==> src/bax_cfg.svh <==
// Constants for the byte ALU slice: widths, destination codes, field positions and reset values.
// What this block does
// RL1: Subtract working register from file register, flags.
// RL2: Destination bit picks working or file register.
// RL3: Nibble swap exchanges halves, flags unchanged.
// RL4: XOR with file updates zero only.
// RL5: XOR with literal always writes working register.
// RL6: Zero on zero result; carry means no borrow.
`ifndef BAX_CFG_SVH
`define BAX_CFG_SVH
`define BAX_DATA_W 8
`define BAX_ADDR_W 7
`define BAX_ADDR_MAX 7'h7f
`define BAX_NIB_LO_MSB 3
`define BAX_NIB_HI_LSB 4
`define BAX_DEST_ACC 1'h0
`define BAX_DEST_FILE 1'h1
`define BAX_ACC_RST 8'h00
`define BAX_FLAG_RST 1'h0
`endif

==> src/bax_pkg.sv <==
// Types shared by the byte ALU slice.
package bax_pkg;
	typedef enum logic [3:0]
	{
		BAX_OP_SUB = 4'h1,
		BAX_OP_SWAP = 4'h2,
		BAX_OP_XORF = 4'h4,
		BAX_OP_XORL = 4'h8
	} bax_op_t;

	typedef struct packed
	{
		logic zero;
		logic digit_carry_flag;
		logic carry;
	} bax_flags_t;

	typedef struct packed
	{
		logic valid;
		bax_op_t op;
		logic dest;
		logic [6:0] addr;
		logic [7:0] file_data;
		logic [7:0] literal;
	} bax_req_t;

	typedef struct packed
	{
		logic we;
		logic [6:0] addr;
		logic [7:0] data;
	} bax_wb_t;
endpackage

==> src/bax_alu.sv <==
// Byte ALU slice: subtract, nibble swap and XOR with working register and status flags.
`timescale 1ns/10ps
`include "bax_cfg.svh"
module bax_alu
	import bax_pkg::*;
(
	input wire logic i_mclk,
	input wire logic i_rstn,
	input wire bax_req_t i_req,
	output bax_wb_t o_file_wb,
	output logic [7:0] o_acc,
	output bax_flags_t o_flags
);

	////////////////////////////////////////////////////////////////////////////
	logic [7:0] acc_q;
	bax_flags_t flags_q;
	bax_wb_t wb_q;
	logic [7:0] res;
	logic [8:0] diff;
	logic [4:0] ndiff;
	logic to_acc;

	// Arithmetic: file minus working register via two's complement add.
	assign diff = {1'b0, i_req.file_data} + {1'b0, ~acc_q} + 9'h001; // [RL1]
	assign ndiff = {1'b0, i_req.file_data[3:0]} + {1'b0, ~acc_q[3:0]} + 5'h01; // [RL1]

	// Result selection per operation.
	always_comb
	begin
		res = i_req.file_data;
		unique case (i_req.op)
			BAX_OP_SUB: res = diff[7:0]; // [RL1]
			BAX_OP_SWAP: res = {i_req.file_data[`BAX_NIB_LO_MSB:0],
				i_req.file_data[`BAX_DATA_W-1:`BAX_NIB_HI_LSB]}; // [RL3]
			BAX_OP_XORF: res = acc_q ^ i_req.file_data; // [RL4]
			BAX_OP_XORL: res = acc_q ^ i_req.literal; // [RL5]
			default: res = i_req.file_data;
		endcase
	end

	// Literal form always targets the working register; file forms obey dest.
	assign to_acc = (i_req.op == BAX_OP_XORL) || (i_req.dest == `BAX_DEST_ACC); // [RL2] [RL5]

	////////////////////////////////////////////////////////////////////////////
	// Working register update.
	always_ff @(posedge i_mclk)
	begin
		if (!i_rstn)
			acc_q <= `BAX_ACC_RST;
		else if (i_req.valid && to_acc)
			acc_q <= res; // [RL2]
	end

	// File write-back port, one cycle pulse per file-directed result.
	always_ff @(posedge i_mclk)
	begin
		if (!i_rstn)
			wb_q <= '0;
		else
		begin
			wb_q.we <= i_req.valid && !to_acc; // [RL2]
			wb_q.addr <= i_req.addr;
			wb_q.data <= res;
		end
	end

	// Status flags per operation.
	always_ff @(posedge i_mclk)
	begin
		if (!i_rstn)
			flags_q <= '{`BAX_FLAG_RST, `BAX_FLAG_RST, `BAX_FLAG_RST};
		else if (i_req.valid)
		begin
			if (i_req.op == BAX_OP_SUB)
			begin
				flags_q.carry <= diff[8]; // [RL6] Set means no borrow.
				flags_q.digit_carry_flag <= ndiff[4]; // [RL1]
			end
			if (i_req.op != BAX_OP_SWAP)
				flags_q.zero <= (res == 8'h00); // [RL6] [RL3]
		end
	end

	assign o_acc = acc_q;
	assign o_flags = flags_q;
	assign o_file_wb = wb_q;

	////////////////////////////////////////////////////////////////////////////
	property p_swap_keeps_flags;
		@(posedge i_mclk) disable iff (!i_rstn)
		(i_req.valid && i_req.op == BAX_OP_SWAP) |=> o_flags == $past(o_flags);
	endproperty
	a_swap_keeps_flags: assert property (p_swap_keeps_flags) // [RL3]
		else $error("swap changed flags");

	property p_xor_keeps_carry;
		@(posedge i_mclk) disable iff (!i_rstn)
		(i_req.valid && i_req.op[3:2] != 2'b00) |=> (o_flags.carry == $past(o_flags.carry)
			&& o_flags.digit_carry_flag == $past(o_flags.digit_carry_flag));
	endproperty
	a_xor_keeps_carry: assert property (p_xor_keeps_carry) // [RL4]
		else $error("xor changed carry");

	property p_xorl_to_acc;
		@(posedge i_mclk) disable iff (!i_rstn)
		(i_req.valid && i_req.op == BAX_OP_XORL) |=>
			(o_acc == ($past(o_acc) ^ $past(i_req.literal)) && !o_file_wb.we);
	endproperty
	a_xorl_to_acc: assert property (p_xorl_to_acc) // [RL5]
		else $error("literal xor misrouted");

	property p_sub_value;
		@(posedge i_mclk) disable iff (!i_rstn)
		(i_req.valid && i_req.op == BAX_OP_SUB && i_req.dest) |=>
			(o_file_wb.we && o_file_wb.data == 8'($past(i_req.file_data) - $past(o_acc)));
	endproperty
	a_sub_value: assert property (p_sub_value) // [RL1]
		else $error("subtract value wrong");

	property p_sub_carry;
		@(posedge i_mclk) disable iff (!i_rstn)
		(i_req.valid && i_req.op == BAX_OP_SUB) |=>
			o_flags.carry == ($past(i_req.file_data) >= $past(o_acc));
	endproperty
	a_sub_carry: assert property (p_sub_carry) // [RL6]
		else $error("borrow sense wrong");

	property p_zero_flag;
		@(posedge i_mclk) disable iff (!i_rstn)
		(i_req.valid && i_req.op != BAX_OP_SWAP && !i_req.dest) |=>
			o_flags.zero == (o_acc == 8'h00);
	endproperty
	a_zero_flag: assert property (p_zero_flag) // [RL6]
		else $error("zero flag wrong");

	property p_dest_acc_keeps_file;
		@(posedge i_mclk) disable iff (!i_rstn)
		(i_req.valid && !i_req.dest) |=> !o_file_wb.we;
	endproperty
	a_dest_acc_keeps_file: assert property (p_dest_acc_keeps_file) // [RL2]
		else $error("file written");

	property p_dest_file_keeps_acc;
		@(posedge i_mclk) disable iff (!i_rstn)
		(i_req.valid && i_req.dest && i_req.op != BAX_OP_XORL) |=> o_acc == $past(o_acc);
	endproperty
	a_dest_file_keeps_acc: assert property (p_dest_file_keeps_acc) // [RL2]
		else $error("acc written");

	property p_swap_value;
		@(posedge i_mclk) disable iff (!i_rstn)
		(i_req.valid && i_req.op == BAX_OP_SWAP && !i_req.dest) |=>
			o_acc == {$past(i_req.file_data[3:0]), $past(i_req.file_data[7:4])};
	endproperty
	a_swap_value: assert property (p_swap_value) // [RL3]
		else $error("swap value wrong");

	// Subtract sends its difference to the working register when asked.
	property p_sub_to_acc;
		@(posedge i_mclk) disable iff (!i_rstn)
		(i_req.valid && i_req.op == BAX_OP_SUB && !i_req.dest) |=>
			o_acc == 8'($past(i_req.file_data) - $past(o_acc));
	endproperty
	a_sub_to_acc: assert property (p_sub_to_acc) // [RL1]
		else $error("subtract to working register wrong");

	// Digit carry is set when the low nibble needs no borrow.
	property p_sub_digit_carry;
		@(posedge i_mclk) disable iff (!i_rstn)
		(i_req.valid && i_req.op == BAX_OP_SUB) |=>
			o_flags.digit_carry_flag == ($past(i_req.file_data[3:0]) >= $past(o_acc[3:0]));
	endproperty
	a_sub_digit_carry: assert property (p_sub_digit_carry) // [RL1]
		else $error("digit carry wrong");

	// Exclusive OR with a file register, result sent back to the file.
	property p_xorf_to_file;
		@(posedge i_mclk) disable iff (!i_rstn)
		(i_req.valid && i_req.op == BAX_OP_XORF && i_req.dest) |=>
			(o_file_wb.we && o_file_wb.data == ($past(o_acc) ^ $past(i_req.file_data)));
	endproperty
	a_xorf_to_file: assert property (p_xorf_to_file) // [RL4]
		else $error("file xor to file wrong");

	// Exclusive OR with a file register, result kept in the working register.
	property p_xorf_to_acc;
		@(posedge i_mclk) disable iff (!i_rstn)
		(i_req.valid && i_req.op == BAX_OP_XORF && !i_req.dest) |=>
			o_acc == ($past(o_acc) ^ $past(i_req.file_data));
	endproperty
	a_xorf_to_acc: assert property (p_xorf_to_acc) // [RL4]
		else $error("file xor to working register wrong");

	// Nibble swap written back to the file register.
	property p_swap_to_file;
		@(posedge i_mclk) disable iff (!i_rstn)
		(i_req.valid && i_req.op == BAX_OP_SWAP && i_req.dest) |=>
			(o_file_wb.we && o_file_wb.data == {$past(i_req.file_data[3:0]),
			$past(i_req.file_data[7:4])});
	endproperty
	a_swap_to_file: assert property (p_swap_to_file) // [RL3]
		else $error("swap to file wrong");

	// The zero flag follows a file-directed result as well.
	property p_file_zero;
		@(posedge i_mclk) disable iff (!i_rstn)
		(i_req.valid && i_req.dest
			&& (i_req.op == BAX_OP_SUB || i_req.op == BAX_OP_XORF)) |=>
			o_flags.zero == (o_file_wb.data == 8'h00);
	endproperty
	a_file_zero: assert property (p_file_zero) // [RL6]
		else $error("zero flag wrong for file result");

	// File-directed results carry the address of their request.
	property p_file_addr;
		@(posedge i_mclk) disable iff (!i_rstn)
		(i_req.valid && i_req.dest && i_req.op != BAX_OP_XORL) |=>
			(o_file_wb.we && o_file_wb.addr == $past(i_req.addr));
	endproperty
	a_file_addr: assert property (p_file_addr) // [RL2]
		else $error("file write address wrong");

	// No request means no file write in the next cycle.
	property p_idle_no_write;
		@(posedge i_mclk) disable iff (!i_rstn)
		!i_req.valid |=> !o_file_wb.we;
	endproperty
	a_idle_no_write: assert property (p_idle_no_write) // [RL2]
		else $error("file write without request");

	// Reset leaves the working register, flags and write strobe at rest.
	property p_reset_values;
		@(posedge i_mclk)
		!i_rstn |=> (o_acc == `BAX_ACC_RST && !o_file_wb.we
			&& o_flags == {`BAX_FLAG_RST, `BAX_FLAG_RST, `BAX_FLAG_RST});
	endproperty
	a_reset_values: assert property (p_reset_values) // [RL6]
		else $error("reset values wrong");
endmodule

==> config.mk <==
export PLATFORM = sky130hd
export DESIGN_NAME = bax_alu
export DESIGN_NICKNAME = d
export VERILOG_FILES = /design/src/bax_pkg.sv /design/src/bax_alu.sv
export VERILOG_INCLUDE_DIRS = /design/src
export SDC_FILE = /design/constraint.sdc
export NUM_CORES = 1
export LEC_CHECK = 0
export BUFFER_PORTS_ARGS = -buffer_cell sky130_fd_sc_hd__buf_2
export CAP_MARGIN = 30
export CORE_UTILIZATION = 46
export DETAILED_ROUTE_END_ITERATION = 12
export GPL_TIMING_DRIVEN = 0
export HOLD_SLACK_MARGIN = 0.15
export PLACE_DENSITY = 0.76
export SLEW_MARGIN = 20
export SYNTH_ARGS = -nofsm -noshare
export SYNTH_HDL_FRONTEND = slang
export SYNTH_SLANG_ARGS = --single-unit
==> constraint.sdc <==
create_clock -name i_mclk -period 2 [get_ports i_mclk]
set_input_delay 0.2 -clock i_mclk [delete_from_list [all_inputs] [get_ports i_mclk]]
set_output_delay 0.2 -clock i_mclk [all_outputs]
set_load 0.05 [all_outputs]
**Word level (Yosys, flattened, before mapping)**

Index checks and enable logic that the tools add are counted.

- Register bits: 27
- Latch bits: 0
- RAM bits: 0
- ROM bits: 0
- Bits of input ports: 31
- Memories: 0

- $add $sub $neg: 4
- $mul: 0
- Divide/modulo/power cells: 0
- Magnitude comparators: 0
- Equality and inequality tests: 5
- Shifts and indexed selects: 0
- Mux-type cells: 1
- Bitwise gates (word level): 5
- Reductions and logical operators: 7

Operators by type and width:

| kind | number |
|---|---|
| $pmux 8 s4 | 1 |
| $xor 8x8->8 | 2 |
| $add 8x8->9 | 1 |
| $add 9x1->9 const B | 1 |
| $logic_not 8->1 | 1 |
| $not 8->8 | 1 |
| $add 4x4->5 | 1 |
| $add 5x1->5 const B | 1 |
| $eq 4x1->1 const B | 1 |
| $eq 4x2->1 const B | 1 |
| $eq 4x3->1 const B | 1 |
| $eq 4x4->1 const B | 1 |
| $ne 4x2->1 const B | 1 |
| $not 4->4 | 1 |
| $reduce_and 2->1 | 2 |
| $logic_and 1x1->1 | 2 |
| $logic_not 1->1 | 1 |
| $logic_or 1x1->1 | 1 |
| $not 1->1 | 1 |

**Logic depth before layout (Yosys ltp)**

Gate-level depths: netlist of run 1.

- Depth after elaboration: 5
- Gate-level depth with buffers: 10

**Least setup slack after synthesis of run 1**

OpenSTA, ideal clock, no wires.

- Path kind: register -> register
- From: register acc_q[2] (netlist: o_acc[2])
- To: register acc_q[6] (netlist: o_acc[6])
- Arrival time: 2.325 ns
- Data required time: 1.914 ns
- Path slack: -0.410 ns
- Cell stages (with the launch flop): 9
- Buffers on the path: 0
- Period minus slack after synthesis: 2.410 ns
- Path through: dfxtp_1 -> inv_1 -> ha_1 -> nor2b_1 -> o31a_1 -> o31a_1 -> nor4_1 -> o22ai_2 -> a211oi_1

- Word-level cells in the longest chain between the ends: 4

RTL lines:

| item | RTL line | text |
|---|---|---|
| start, declared | bax_alu.sv:16 | `logic [7:0] acc_q;` |
| start signal, assigned | bax_alu.sv:50 | `` acc_q <= `BAX_ACC_RST; `` |
| start signal, assigned | bax_alu.sv:52 | `acc_q <= res;` |
| $not 8->8 | bax_alu.sv:25 | `assign diff = {1'b0, i_req.file_data} + {1'b0, ~acc_q} + 9'h001;` |
| $add 8x8->9 | bax_alu.sv:25 |  |
| $add 9x1->9 | bax_alu.sv:25 |  |
| $pmux 8 s4 | bax_alu.sv:32 | `unique case (i_req.op)` |

No other way between the ends.
A chain may end at the register's enable or synchronous reset.

**Worst setup path in the final report of run 1**

- From: register acc_q[0] (netlist: o_acc[0])
- To: register flags_q (netlist bit o_flags[2])

- Word-level cells in the longest chain between the ends: 5
- Elaborated cells on any way between the ends: 7

RTL lines:

| item | RTL line | text |
|---|---|---|
| $not 8->8 | bax_alu.sv:25 |  |
| $add 8x8->9 | bax_alu.sv:25 |  |
| $add 9x1->9 | bax_alu.sv:25 |  |
| $pmux 8 s4 * | bax_alu.sv:32 |  |
| $logic_not 8->1 * | bax_alu.sv:81 | `flags_q.zero <= (res == 8'h00);` |
| end signal, assigned | bax_alu.sv:72 | `` flags_q <= '{`BAX_FLAG_RST, `BAX_FLAG_RST, `BAX_FLAG_RST}; `` |
| end, declared | bax_alu.sv:17 | `bax_flags_t flags_q;` |

Mark *: on every way between the ends. The rest lies on a longest branch, timed or not.

==> reports/metrics.cfg, run 1 <==
[outcome]
outcome=finished with violations
violations=setup timing

[synth]
synth_area_leader_cell=sky130_fd_sc_hd__dfxtp_1
synth_most_common_cell=sky130_fd_sc_hd__dfxtp_1
synth_nets=277
seq_area_frac_synth_pct=28.74
synth_enable_flop_cells=0
syn-mean-instance-area_sq_um=7.968
synthesis.instances=236
synthesis.area_sq_um=1881
yosysTopAreaCellShare_pct=28.74
synth.yosys.warnings=0
synth_common_cells=sky130_fd_sc_hd__dfxtp_1 (27), sky130_fd_sc_hd__nand2_1 (22), sky130_fd_sc_hd__nor2_1 (17), sky130_fd_sc_hd__a21oi_1 (14), sky130_fd_sc_hd__and2_1 (14)
ys.flop_type=sky130_fd_sc_hd__dfxtp_1
synth-seq-cells=27
synth_async_sr_flop_share_pct=0
synth.top_cells.by_area=sky130_fd_sc_hd__dfxtp_1 (29%), sky130_fd_sc_hd__ha_1 (6.0%), sky130_fd_sc_hd__and2_1 (4.7%)
synth_cell_types=51

[global_route]
number_of_global_route_vias_before_repair=1899
largest_net_degree_at_the_start_of_global_routing=18
grt_first_pass_wirelength_microns=8997
grt.overflow.total=0
grt_antenna_before_repair=0
grt_util_all_layers_pct=27.17

[floorplan]
num_rows=22
core_area_sq_um=3799
die_height_microns=65.94
dieArea_sq_um=4348
die_x_microns=65.94
io_pins=58
initial_utilization_pct=49.51

[timing]
hold_viol_final=0
post_route_setup_tns_ns=-0.4370
finalWorstPathRequiredPeriod_ns=2.126
max_slew_margin_pct=62.76
fmax_mhz=470.4
drv_slew=0
rsz0062_at_grt=true
max_slew.worst_pin.slew_ns=0.5572
timing.final.ws_setup_ns=-0.1258
setup_violations=5
fin_crit_sh_pct=106.3
worst_clock_skew_ns=0.01126

[worst_hold_path]
min-delay-path-class=input pin to flop

[routing]
drt-vias-per-instance=5.843
detailedRoute.firstPassIterationCount=5
route.vias.total=2121
wl_per_cell_microns=16.14
ant_nets=0
drt_first_iter_violations=202
finalWirelength_microns=5858
drcViolationCount=0

[finish]
instances_no_fill=363
num_antenna_cells=0
finalCoreUtilization_pct=69.43
share_of_post_route_cells_with_drive_strength_above_1_pct=36.83
area_delta_synth_final_pct=40.25
nNetsFinal=357

[clock_tree]
clockBufferDepth=2
worstSkewPairLatency_ns=0.28
tritoncts=built
clk_root_buffer_cell=sky130_fd_sc_hd__clkbuf_8
tritoncts.num_buffers=3
cts.reportedPaths.clkPinSlew_ns=0.10
cts_max_level=1
clock_sink_count=27

[pwr]
worst_supply_voltage_drop_on_vdd_v=0.0003970
post_route_total_power_w=0.001551
powerDensity_nw_per_um2=587.9
p_leak_nw=1.131

[critical_path]
worstPathArrival_ns=2.31
required_ns=2.19
crit_path_start_kind=flop
critPathKind=flop to flop
crit_path_end_kind=flop
crit_fanout=3

[placed_design]
port_buffers=57
place_inst=341
gp_congestion=0.8980
detailedPlacementHpwl_microns=4107

[job]
drv.max_cap_violation_count=0

-- path summary, 6_finish.rpt --
path                        end  cells past startpoint        from  slack [ns]
hold / removal    o_file_wb[15]                      3   i_req[23]        0.23
setup / recovery     o_flags[2]                      9    o_acc[0]       -0.13
setup reg to reg     o_flags[2]                      9    o_acc[0]       -0.13
hold reg to reg      o_flags[2]                      2  o_flags[2]        0.49
-- per-layer routing --
| metal | global-route usage [%] | up-vias | share of wire, % |
|---|---|---|---|
| li1 | - | 1004 | - |
| met1 | 33.65 | 984 | 42 |
| met2 | 47.19 | 117 | 48 |
| met3 | 4.483 | 16 | 6.8 |
| met4 | 9.309 | 0 | 2.4 |
| met5 | 0 | - | 0 |
-- metrics by stage --
stage / setup WS [ns] / area [sq um] / hold slack [ns]
floorplan: -0.04537 / 1939 / 0.3217
global placement: -0.1985 / 2285 / 0.4048
detailed placement: -0.2323 / 2285 / 0.4081
CTS: -0.1154 / 2502 / 0.2124
global route: -0.2100 / 2638 / 0.2355
finish: -0.1258 / 2638 / 0.2253
-- cell usage in the layout (no fill, tap or decap), drive strengths merged, types with 2 or more instances in the layout --
cell type and instances:
nand2b 7, and3 2, a22o 2, nand2 23, a31oi 3, clkbuf 7, a221o 3, o31ai 3
a32o 2, dfxtp 27, o22ai 3, nor2b 5, o21a 7, and2 14, nor3 7, xnor2 4
o221ai 2, nor2 19, and2b 2, o311ai 2, a21oi 14, ha 9, o31a 2, xor2 6
o21ai 15, dlygate4sd3 7, inv 15, a211oi 7, nor4b 2, nor4 2, buf 73, nand3 6
-- worst max-delay path, cell delays in order, from the launching register on --
cell and delay [ns]:
sky130_fd_sc_hd__dfxtp_4 0.37, sky130_fd_sc_hd__ha_4 0.15, sky130_fd_sc_hd__fa_2 0.36, sky130_fd_sc_hd__nor2b_4 0.13, sky130_fd_sc_hd__o31a_1 0.19, sky130_fd_sc_hd__o31a_1 0.20, sky130_fd_sc_hd__nor4_2 0.06, sky130_fd_sc_hd__o22ai_2 0.19
sky130_fd_sc_hd__inv_2 0.06, sky130_fd_sc_hd__o41ai_2 0.32
-- repair_timing --
action                                 in CTS  in global routing
pin swaps                                   8                  5
setup endpoints to repair                   7                 10
resized for setup                           7                 18
buffers inserted                            8                  3
hold buffers                                7                  0
endpoints found under the hold margin       7                  0
-- logic make-up (layout without fill, tap and decap cells) --
logic type	count (synthesis)	count (layout)	share of synthesized area (%)
AND/OR/NAND/NOR	95	95	27.35
buffers and inverters	23	102	5.788
adder cells (fa/ha/maj)	10	10	7.053
flip-flops	27	27	28.74
XOR/XNOR	10	10	4.657
AO/OA/AOI/OAI	71	71	26.42
-- area by class of cell --
type	instances	area (sq um)
multi-input combinational	186	1416
clock inverter	1	8.758
sequential	27	564.3
fill	308	1161
timing repair buffer	75	437.9
inverter	14	52.55
clock buffer	3	41.29
buffer	9	56.30
tap	48	60.06
-- state kept, by name, indices dropped and copies added, names as in the netlist --
register,count
o_file_wb,16
o_acc,8
o_flags,3
-- power breakdown --
part           internal (W)  total, W  leakage, nW  switching (W)
Combinational      0.000253  0.000642        0.877       0.000390
Clock              0.000146  0.000317       0.0261       0.000171
Sequential         0.000569  0.000591        0.228      0.0000222
Total              0.000967   0.00155         1.13       0.000583
(Power assumes the default switching activity.)
==> run 2, diff against run 1 <==
==> constraint.sdc (replaced) <==
create_clock -name i_mclk -period 2 [get_ports i_mclk]
set_input_delay 0 -clock i_mclk [delete_from_list [all_inputs] [get_ports i_mclk]]
set_output_delay 0 -clock i_mclk [all_outputs]
set_load 0.05 [all_outputs]
==> run 2 against run 1 <==
  * The run still ends with setup timing left
  * Clock power barely moved
  * Sequential share of layout area fell by 0.64 points
  * Wire length rose by 4.4%
  * Sequential cell count did not move
  * Sequential power barely moved
  * Die area did not move
  * Hold slack got worse by 0.030 ns
  * Worst setup slack got worse by 0.027 ns
  * Via count rose by 2.6%
  * Cell count rose by 1.9%
==> reports/metrics.cfg, run 2 (synthesis gave the netlist of run 1 again) <==
[finish]
final_design_area_no_fill_sq_um=2731  ; +3.6%
finalCoreUtilization_pct=71.90  ; +2.5 points
max_ffs_per_register=16  ; unchanged
nNetsFinal=364  ; +2.0%
layout_common_cells=sky130_fd_sc_hd__buf_2 (57), sky130_fd_sc_hd__nand2_1 (22), sky130_fd_sc_hd__dfxtp_1 (20)
area_delta_synth_final_pct=45.24
share_of_post_route_cells_with_drive_strength_above_1_pct=37.89  ; +1.1 points
final-seq-area_sq_um=566.8  ; +0.44%
leading_cell_type_in_the_layout_fill_and_taps_excluded=sky130_fd_sc_hd__buf_2
instances_no_fill=370  ; +1.9%
nFillCells=287  ; -6.8%
multi_input_comb_area_sq_um=1439  ; +1.6%
num_antenna_cells=0  ; unchanged

[job]
drv.max_cap_violation_count=0  ; unchanged

[clock_tree]
cts_max_level=1  ; unchanged
worstSkewPairLatency_ns=0.28  ; about the same
clock_sink_count=27  ; unchanged
tritoncts=built
cts.reportedPaths.clkPinSlew_ns=0.10  ; about the same
clockBufferDepth=2  ; unchanged
clk_root_buffer_cell=sky130_fd_sc_hd__clkbuf_8
tritoncts.num_buffers=3  ; unchanged

[floorplan]
dieArea_sq_um=4348  ; unchanged
die_x_microns=65.94  ; unchanged
io_pins=58  ; unchanged
initial_utilization_pct=49.51  ; unchanged
core_area_sq_um=3799  ; unchanged
num_rows=22  ; unchanged
die_height_microns=65.94  ; unchanged

[timing]
worst_clock_skew_ns=0.008573  ; -0.002690 ns
hold_viol_final=0  ; unchanged
rsz0062_at_grt=true
fmax_mhz=464.4  ; -1.3%
max_slew.worst_pin.slew_ns=0.5505  ; -0.006706 ns
setup_violations=5  ; unchanged
drv_slew=0  ; unchanged
fin_crit_sh_pct=107.7  ; +1.4 points
finalHoldWorstSlack_ns=0.1952  ; -0.03011 ns
max_slew_margin_pct=63.21  ; +0.45 points
finalWorstPathRequiredPeriod_ns=2.153  ; +0.02731 ns
timing.final.ws_setup_ns=-0.1531  ; -0.02731 ns

[pwr]
powerDensity_nw_per_um2=577.8  ; -1.7%
post_route_total_power_w=0.001578  ; +1.8%
power_switching_share_pct=37.82  ; +0.21 points
switchingPower_w=0.0005969  ; +2.3%
power.combinational.fraction_pct=42.4  ; +1.0 points
p_leak_nw=1.167  ; +3.2%
worst_supply_voltage_drop_on_vdd_v=0.0003987  ; +0.43%
p_int_w=0.0009813  ; +1.4%
clock_power_share_pct=20.3  ; -0.2 points
seq_power_share_pct=37.3  ; -0.8 points

[routing]
ant_nets=0  ; unchanged
wl_per_cell_microns=16.52  ; +2.4%
detailedRoute.firstPassIterationCount=4  ; -1
finalWirelength_microns=6113  ; +4.4%
drt_first_iter_violations=168  ; -17%
drcViolationCount=0  ; unchanged
route.vias.total=2176  ; +2.6%
drt-vias-per-instance=5.881  ; +0.65%

[placed_design]
place_inst=341  ; unchanged
gp_congestion=0.8980  ; unchanged
detailed_place.area_sq_um=2285  ; unchanged
port_buffers=57  ; unchanged
detailedPlacementHpwl_microns=4107  ; unchanged

[worst_hold_path]
min_delay_worst_endpoint=o_acc[2]
holdCritStartpoint=i_req[10]
min-delay-path-class=input pin to flop
hold_path_depth=5  ; +2

[critical_path]
reg2reg_depth=9  ; unchanged
worst_path_most_repeated_cell=sky130_fd_sc_hd__o31a_1
required_ns=2.18  ; about the same
crit_path_cell_trace=ha_4 -> fa_2 -> nor2b_4 -> o31a_1 -> o31a_1 -> nor4_2 -> o22ai_2 -> inv_2 -> o41ai_2
crit_fanout=3  ; unchanged
worstPathArrival_ns=2.34  ; +0.03 ns
slowest_delay_ns=0.37  ; about the same
rrSetupSlack_ns=-0.15  ; -0.03 ns
path_buf_inv=1  ; unchanged
r2r_startpoint=o_acc[0]
critPathKind=flop to flop
timing.rr.end=o_flags[2]
crit_path_start_kind=flop
crit_path_end_kind=flop
critical-path-slowest-cell=sky130_fd_sc_hd__dfxtp_4
cp_top_family=compound AO/OA/AOI/OAI gates

[outcome]
outcome=finished with violations
violations=setup timing

[global_route]
grt_first_pass_wirelength_microns=9170  ; +1.9%
grt_util_all_layers_pct=27.70  ; +0.53 points
largest_net_degree_at_the_start_of_global_routing=18  ; unchanged
grt.overflow.total=0  ; unchanged
number_of_global_route_vias_before_repair=1954  ; +2.9%
grt_antenna_before_repair=0  ; unchanged

## run 2: layer usage
layer  vias up  part of all wire [%]  global-route usage, %
met5         -                     0                      0
met4         0                   2.3                  10.11
met3        19                   7.0                  4.310
met2       106                    49                  48.47
met1      1031                    41                  33.93
li1       1020                     -                      -
## run 2: stage by stage
step	setup WS, ns	TNS (ns)
6_report	-0.1531	-0.4771
5_1_grt	-0.2242	-0.8498
4_1_cts	-0.1154	-0.2983
3_5_place_dp	-0.1899	-0.6073
3_3_place_gp	-0.1604	-0.4591
2_1_floorplan	-0.04537	-0.07978
## run 2: power by group through the flow
stage | Combinational [W] | Clock, W | Sequential, W
floorplan | 0.000260 | 0 | 0.000721
detailed placement | 0.000519 | 0 | 0.000608
global route | 0.000713 | 0.000347 | 0.000592
CTS | 0.000578 | 0.000329 | 0.000593
global placement | 0.000511 | 0 | 0.000608
finish | 0.000670 | 0.000320 | 0.000589
## run 2: cell type report
type	count	area share, %
clock inverter	1	0.3207
tap	48	2.199
multi-input combinational	186	52.68
clock buffer	3	1.512
timing repair buffer	82	18.55
buffer	9	2.061
sequential	27	20.75
inverter	14	1.924
## run 2: what timing repair did
| action | in CTS | in global routing |
|---|---|---|
| pin swaps | 8 | 8 |
| resized for setup | 7 | 26 |
| endpoints found under the hold margin | 16 | 0 |
| hold buffers | 12 | 0 |
| setup buffers | 8 | 5 |
| endpoints found under the setup margin | 7 | 10 |
## run 2: worst register-to-register path: cells and delay by family, from the launching register on
kind | cells | cell delay [ns]
buf+inv | 1 | 0.06
flops | 1 | 0.37
simple gates | 2 | 0.19
compound gates | 4 | 0.92
fa+ha+maj | 2 | 0.53
## run 2: worst max path at each step
stage / cells after the start / startpoint / to
floorplan: 8 / o_acc[2] / o_acc[6]
global placement: 8 / o_acc[0] / o_flags[2]
detailed placement: 8 / o_acc[0] / o_flags[2]
CTS: 9 / o_acc[0] / o_flags[2]
global route: 10 / o_acc[0] / o_file_wb[6]
finish: 9 / o_acc[0] / o_flags[2]
